### src/rtl/upsel_pkg.sv
// package: register map, field codes and carrier types for the upper port pin function select
package upsel_pkg;
	localparam logic [11:0] UPSEL_FSEL_OFFSET  = 12'h000;
	localparam logic [11:0] UPSEL_STATUS_OFFSET = 12'h004;
	localparam logic [15:0] UPSEL_FSEL_RESET   = 16'h0000;
	localparam int          UPSEL_FIELD_W      = 2;
	localparam int          UPSEL_PINS         = 8;
	localparam logic [1:0]  UPSEL_CODE_PORT    = 2'h0;
	localparam logic [1:0]  UPSEL_CODE_DATA    = 2'h1;
	localparam logic [1:0]  UPSEL_CODE_PERIPH  = 2'h2;
	localparam logic [1:0]  UPSEL_CODE_RSVD    = 2'h3;

	// resolved function of one pin
	typedef enum logic [3:0] {
		UPSEL_FN_PORT   = 4'h1,
		UPSEL_FN_DATA   = 4'h2,
		UPSEL_FN_PERIPH = 4'h4,
		UPSEL_FN_NONE   = 4'h8
	} upsel_fn_t;

	typedef struct packed {
		logic        psel;
		logic        penable;
		logic        pwrite;
		logic [11:0] paddr;
		logic [31:0] pwdata;
	} upsel_apb_req_t;

	typedef struct packed {
		logic        pready;
		logic        pslverr;
		logic [31:0] prdata;
	} upsel_apb_rsp_t;

	// per-pin drive bundle toward the pad ring
	typedef struct packed {
		logic [7:0] portSel;
		logic [7:0] dataSel;
		logic [7:0] periphSel;
		logic [7:0] periphOut;
		logic [7:0] periphOe;
	} upsel_pins_t;

	// internal peripheral signals gated toward the pins
	typedef struct packed {
		logic irqAcceptedOutN;
		logic chipSelect3N;
		logic chipSelect2N;
		logic dmaAckCh1;
		logic dmaAckCh0;
	} upsel_periph_t;

	typedef struct packed {
		logic conversionTriggerInN;
		logic dmaRequestCh1N;
		logic dmaRequestCh0N;
	} upsel_periph_in_t;
endpackage : upsel_pkg

### src/rtl/upsel_pin_function_select.sv
// file: upper port pin function select register, APB slave and pin routing
`timescale 1ns/1ps
`default_nettype none
module upsel_pin_function_select #(
	parameter bit LARGEST_PACKAGE = 1'b1
) (
	input  wire logic                         core_clk,
	input  wire logic                         nrst,
	input  wire upsel_pkg::upsel_apb_req_t    apbReq,
	output var  upsel_pkg::upsel_apb_rsp_t    apbRsp,
	input  wire logic                         singleChipMode,
	input  wire logic                         noRomCs0Wide,
	input  wire upsel_pkg::upsel_periph_t     periphOut,
	input  wire logic [7:0]                   pinIn,
	output var  upsel_pkg::upsel_pins_t       pinCtl,
	output var  upsel_pkg::upsel_periph_in_t  periphIn,
	output var  logic [15:0]                  upper_port_pin_function_select
);
	typedef struct packed {
		logic [15:0]                 fsel;
		logic [1:0]                  modeS1;
		logic [1:0]                  modeS2;
		logic [7:0]                  pinS1;
		logic [7:0]                  pinS2;
		upsel_pkg::upsel_apb_rsp_t   rsp;
		upsel_pkg::upsel_pins_t      pins;
		upsel_pkg::upsel_periph_in_t pin;
	} upsel_state_t;

	upsel_state_t stQ;
	upsel_state_t stD;
	upsel_pkg::upsel_fn_t fn [8];
	wire  logic [7:0]     periphDrv;
	wire  logic [7:0]     periphIsOut;
	logic [1:0]           code [8];
	logic                 single;
	logic                 wide;
	logic                 apbAccess;
	logic                 hitFsel;
	logic                 hitStatus;

	assign single = stQ.modeS2[0];
	assign wide   = stQ.modeS2[1];

	// one access is taken per transfer: the registered ready blocks a second take
	assign apbAccess = apbReq.psel && apbReq.penable && !stQ.rsp.pready;
	assign hitFsel   = (apbReq.paddr == upsel_pkg::UPSEL_FSEL_OFFSET);
	assign hitStatus = (apbReq.paddr == upsel_pkg::UPSEL_STATUS_OFFSET);

	genvar g;
	generate
		for (g = 0; g < upsel_pkg::UPSEL_PINS; g++) begin : gFn
			// what code 10 leaves on this pin while single chip mode holds
			upsel_pkg::upsel_fn_t singleFn;

			assign code[g] = stQ.fsel[g*upsel_pkg::UPSEL_FIELD_W +: upsel_pkg::UPSEL_FIELD_W];

			if (g == 7) begin : gTrigger
				// input function: the pad is only read, never driven
				assign periphDrv[g]   = 1'b1;
				assign periphIsOut[g] = 1'b0;
				assign singleFn       = upsel_pkg::UPSEL_FN_PERIPH;
			end else if (g == 6) begin : gIrqAccepted
				assign periphDrv[g]   = periphOut.irqAcceptedOutN;
				assign periphIsOut[g] = 1'b1;
				assign singleFn       = upsel_pkg::UPSEL_FN_NONE;
			end else if (g == 5) begin : gChipSel3
				assign periphDrv[g]   = periphOut.chipSelect3N;
				assign periphIsOut[g] = 1'b1;
				assign singleFn       = upsel_pkg::UPSEL_FN_PORT;
			end else if (g == 4) begin : gChipSel2
				assign periphDrv[g]   = periphOut.chipSelect2N;
				assign periphIsOut[g] = 1'b1;
				assign singleFn       = upsel_pkg::UPSEL_FN_PORT;
			end else if (g == 3) begin : gDmaAck1
				assign periphDrv[g]   = periphOut.dmaAckCh1;
				assign periphIsOut[g] = 1'b1;
				assign singleFn       = upsel_pkg::UPSEL_FN_PORT;
			end else if (g == 2) begin : gDmaAck0
				assign periphDrv[g]   = periphOut.dmaAckCh0;
				assign periphIsOut[g] = 1'b1;
				assign singleFn       = upsel_pkg::UPSEL_FN_PORT;
			end else if (g == 1) begin : gDmaReq1
				assign periphDrv[g]   = 1'b1;
				assign periphIsOut[g] = 1'b0;
				assign singleFn       = upsel_pkg::UPSEL_FN_PORT;
			end else begin : gDmaReq0
				assign periphDrv[g]   = 1'b1;
				assign periphIsOut[g] = 1'b0;
				assign singleFn       = upsel_pkg::UPSEL_FN_PORT;
			end

			// no-ROM wide mode is checked first: it wins over single chip mode
			always_comb begin
				fn[g] = upsel_pkg::UPSEL_FN_NONE;
				case (code[g])
					upsel_pkg::UPSEL_CODE_PORT: begin
						if (wide) begin
							fn[g] = upsel_pkg::UPSEL_FN_DATA;
						end else begin
							fn[g] = upsel_pkg::UPSEL_FN_PORT;
						end
					end
					upsel_pkg::UPSEL_CODE_DATA: begin
						if (wide) begin
							fn[g] = upsel_pkg::UPSEL_FN_DATA;
						end else if (single) begin
							fn[g] = upsel_pkg::UPSEL_FN_PORT;
						end else begin
							fn[g] = upsel_pkg::UPSEL_FN_DATA;
						end
					end
					upsel_pkg::UPSEL_CODE_PERIPH: begin
						if (wide) begin
							fn[g] = upsel_pkg::UPSEL_FN_DATA;
						end else if (single) begin
							fn[g] = singleFn;
						end else begin
							fn[g] = upsel_pkg::UPSEL_FN_PERIPH;
						end
					end
					default: begin
						// reserved code: every function of the pin stays off
						fn[g] = upsel_pkg::UPSEL_FN_NONE;
					end
				endcase
				// smaller packages keep the register but have no pins behind it
				if (!LARGEST_PACKAGE) begin
					fn[g] = upsel_pkg::UPSEL_FN_NONE;
				end
			end
		end
	endgenerate

	always_comb begin
		stD = stQ;
		// mode straps come from pins: two flops before use
		stD.modeS1 = {noRomCs0Wide, singleChipMode};
		stD.modeS2 = stQ.modeS1;
		stD.pinS1  = pinIn;
		stD.pinS2  = stQ.pinS1;
		// one-wait slave: pready is registered and rises in the cycle after the first access cycle
		stD.rsp.pready  = apbAccess;
		stD.rsp.pslverr = 1'b0;
		stD.rsp.prdata  = 32'h0000_0000;
		if (apbAccess) begin
			if (hitFsel) begin
				if (apbReq.pwrite) begin
					stD.fsel = apbReq.pwdata[15:0];
				end else begin
					stD.rsp.prdata = {16'h0000, stQ.fsel};
				end
			end else if (hitStatus) begin
				// status is read-only: a write is refused and changes nothing
				stD.rsp.prdata = {30'h0000_0000, stQ.modeS2};
				stD.rsp.pslverr = apbReq.pwrite;
			end else begin
				stD.rsp.pslverr = 1'b1;
			end
		end
		for (int i = 0; i < 8; i++) begin
			stD.pins.portSel[i]   = (fn[i] == upsel_pkg::UPSEL_FN_PORT);
			stD.pins.dataSel[i]   = (fn[i] == upsel_pkg::UPSEL_FN_DATA);
			stD.pins.periphSel[i] = (fn[i] == upsel_pkg::UPSEL_FN_PERIPH);
			stD.pins.periphOe[i]  = (fn[i] == upsel_pkg::UPSEL_FN_PERIPH) && periphIsOut[i];
			stD.pins.periphOut[i] = (fn[i] == upsel_pkg::UPSEL_FN_PERIPH) ? periphDrv[i] : 1'b1;
		end
		// inputs idle high (inactive) unless their pin carries the function
		stD.pin.conversionTriggerInN = (fn[7] == upsel_pkg::UPSEL_FN_PERIPH) ? stQ.pinS2[7] : 1'b1;
		stD.pin.dmaRequestCh1N = (fn[1] == upsel_pkg::UPSEL_FN_PERIPH) ? stQ.pinS2[1] : 1'b1;
		stD.pin.dmaRequestCh0N = (fn[0] == upsel_pkg::UPSEL_FN_PERIPH) ? stQ.pinS2[0] : 1'b1;
	end

	// nrst is the power-on reset only; other resets never reach this register
	always_ff @(posedge core_clk or negedge nrst) begin
		if (!nrst) begin
			stQ <= '0;
			stQ.fsel <= upsel_pkg::UPSEL_FSEL_RESET;
			stQ.pins.portSel <= 8'hFF;
			stQ.pins.periphOut <= 8'hFF;
			stQ.pin <= 3'h7;
		end else begin
			stQ <= stD;
		end
	end

	assign apbRsp = stQ.rsp;
	assign pinCtl = stQ.pins;
	assign periphIn = stQ.pin;
	assign upper_port_pin_function_select = stQ.fsel;
endmodule : upsel_pin_function_select
`default_nettype wire

### config.mk
export PLATFORM = sky130hd
export DESIGN_NAME = upsel_pin_function_select
export DESIGN_NICKNAME = d
export VERILOG_FILES = /design/src/rtl/upsel_pkg.sv /design/src/rtl/upsel_pin_function_select.sv
export SDC_FILE = /design/constraint.sdc
export NUM_CORES = 1
export LEC_CHECK = 0
export ABC_AREA = 1
export BUFFER_PORTS_ARGS = -buffer_cell sky130_fd_sc_hd__buf_4
export CAP_MARGIN = 25
export CELL_PAD_IN_SITES_DETAIL_PLACEMENT = 0
export CELL_PAD_IN_SITES_GLOBAL_PLACEMENT = 1
export CORE_MARGIN = 3
export CORE_UTILIZATION = 38
export DETAILED_ROUTE_END_ITERATION = 10
export MAX_ROUTING_LAYER = met4
export PLACE_DENSITY_LB_ADDON = 0.1
export SETUP_SLACK_MARGIN = 0.5
export SLEW_MARGIN = 30
export SYNTH_ARGS = -nofsm -noshare
export SYNTH_HDL_FRONTEND = slang
export SYNTH_SLANG_ARGS = --single-unit
### constraint.sdc
create_clock -name core_clk -period 3.3 [get_ports core_clk]
set_clock_uncertainty 0.05 [all_clocks]
set_input_delay 0.33 -clock core_clk [delete_from_list [all_inputs] [get_ports core_clk]]
set_output_delay 0.33 -clock core_clk [all_outputs]
set_load 0.01 [all_outputs]
==> reports/results.ini <==
[worst_setup_path]
cp-start-kind = flip-flop
cp_slowest_cell = nand3_4
cp_data_arrival_time_ns = 1.81
required_ns = 3.46
path_class = reg2reg
worst_setup_path_end_kind = flip-flop
path_cells = nand3b_1 -> nor2_2 -> nand3_4 -> nand2_1 -> o21ai_2
crit_family = simple AND/OR/NAND/NOR gates
cp_max_fo = 32
r2r_setup_slack_ns = 1.65
crit_path_max_incr_delay_ns = 0.43
crit_buf_inv = 0

[floorplanning]
dieArea_mm2 = 0.0108
num_rows = 35
io_pins = 157
initial_core_util_pct = 39.2
die_y_um = 104
core_area_mm2 = 0.00928
fp.dieW_um = 104

[synthesis]
synth-seq-area-share_pct = 52.8
yosys.area.top_type = dfrtp_1
postSynthAreaPerCell_um2 = 10.4
ys_types = 25
synth-main-ff-cell = dfrtp_1
synth_edf_count = 0
synth_cells = 349
synth_top_area_share_pct = 41.3
ys_warn_count = 0
ys_ff_latch = 76
synthArstFlopShare_pct = 100
synthTopCellsByArea = dfrtp_1 41%, buf_4 19%, dfstp_2 12%
netlist_area_mm2 = 0.00364

[placement]
portBuffers = 113
place_hpwl_mm = 4.58
preCtsSetupSlack_ns = 1.51
place.gp.congestion = 0.659
dpl_cell_area_mm2 = 0.00397
placedCellCount = 512

[timing]
timing.hold.ws_ns = -0.0355
rsz0062_at_grt = no
slew_violations = 0
period_share_pct = 50.0
finalSetupTns_ns = 0
fmax_mhz = 605
setup_violations = 0
min_period_ns = 1.65
setup_ws_ns = 1.65
hold_violations = 60
slew-limit-headroom_pct = 55.5
worst_pin_slew_ns = 0.667

[global_routing]
grt_pass1_wl_mm = 10.8
grt_usage_pct = 13.2
grt_overflow = 0
use_met1_pct = 15.2
met2_usage_pct = 21.7
busiest_layer = met2
met3_usage_pct = 4.11
grt_max_degree = 77
antenna_found_initial = 0
grt_pass1_vias = 2117

[detailed_routing]
route.detailed.drc = 0
wl_mm = 6.53
first_pass_iters = 4
wl_per_cell_um = 12.4
drtIter0Drc = 70
ant_nets = 0
via_count = 2106
drt-vias-per-instance = 3.99

[flow_run]
cap_violations = 0

[cts]
cts.hold.buffers_added = 0
cts.sinks = 76
post_cts_buffers = 0
clk_pin_slew_ns = 0.07
cts_resized = 0
h-tree-depth = 3
tritoncts = done
ctsRootBufferMaster = clkbuf_8
cts_buffers = 9
clk_latency_ns = 0.34
cts_buffer_depth = 2

[finish]
n_fill_cell = 972
area_growth_pct = 14.2
drive_above_1_share_pct = 47.4
multi_input_area_um2 = 855
finalCoreUtilization_pct = 44.7
layout.nets = 458
mostFrequentLayoutCells = 112 x buf_4, 60 x dfrtp_1, 46 x inv_1, 27 x nand2_1, 22 x conb_1
final_cells = 528
regArea_mm2 = 0.00192
n_antenna_cell = 0
mostFrequentLayoutCell = buf_4
final_cell_area_mm2 = 0.00415

[run_status]
violations = hold timing
status = complete, but fails checks

[hold_path]
hold_class = in2async

[power]
p_leak_nw = 2.13
vdd_drop_max_uv = 232
power_density_mw_per_mm2 = 422

-- flip-flops by register name (all words and copies together), names as in the netlist --
signal	count
upper_port_pin_function_select	16
stQ	4
pinCtl	29
periphIn	3
single	1
stD	5
apbRsp	18
-- final cells by class --
| cell class | count | area share [%] |
|---|---|---|
| Timing Repair Buffer | 113 | 20.5 |
| Tap cell | 129 | 3.89 |
| Inverter | 48 | 4.34 |
| Multi-Input combinational cell | 146 | 20.6 |
| Sequential cell | 76 | 46.3 |
| Clock inverter | 5 | 1.27 |
| Clock buffer | 11 | 3.16 |
-- Yosys cell counts, types with 3 or more instances --
| library cell | number |
|---|---|
| a21oi_1 | 6 |
| buf_4 | 94 |
| buf_6 | 4 |
| dfrtp_1 | 60 |
| dfstp_2 | 16 |
| inv_1 | 46 |
| nand2_1 | 27 |
| nand2_2 | 10 |
| nand3_1 | 3 |
| nor2_1 | 15 |
| nor3_1 | 12 |
| nor3_2 | 10 |
| o21a_1 | 8 |
| o21ai_0 | 5 |
| o21ai_1 | 3 |
| o21ai_2 | 16 |
-- routing by layer --
metal / part of all wire, % / wire length, um
met2: 51 / 3330
met5: 0 / 0
met1: 41 / 2710
met3: 5.7 / 375
met4: 1.7 / 112
-- power breakdown --
part | internal [mW] | switching [mW] | total, mW | leakage (nW)
clock | 0.346 | 0.317 | 0.662 | 0.0931
sequential | 0.953 | 0.00873 | 0.962 | 0.963
combinational | 0.0581 | 0.0726 | 0.131 | 1.07
-- logic make-up (layout without fill, tap and decap cells) --
family	after synthesis	count (layout)	share of synthesized area [%]
other	2	22	0.206
AOI/OAI and AO/OA	38	38	7.43
and+or+nand+nor	86	86	13.8
buffers and inverters	147	177	25.7
DFF	76	76	52.8
-- final timing paths --
kind	start	to	depth (start not counted)
max	apbRsp[33]	upper_port_pin_function_select[1]	5
min	nrst	pinCtl[21]	1
max reg2reg	apbRsp[33]	upper_port_pin_function_select[1]	5
min reg2reg	stD[93]	single	0
max in group asynchronous	nrst	pinCtl[23]	1
min in group core_clk	pinIn[7]	stD[84]	1
-- stage by stage --
| step | power (mW) | hold WS (ns) |
|---|---|---|
| final | 1.75 | -0.0355 |
| after global placement | 1.11 | 0.282 |
| after floorplan | 1.06 | -0.0156 |
| after detailed placement | 1.11 | 0.285 |
| after global routing | 1.84 | 0.00861 |
| after CTS | 1.79 | 0.0221 |
No activity file was read; power rests on OpenSTA's default activity.
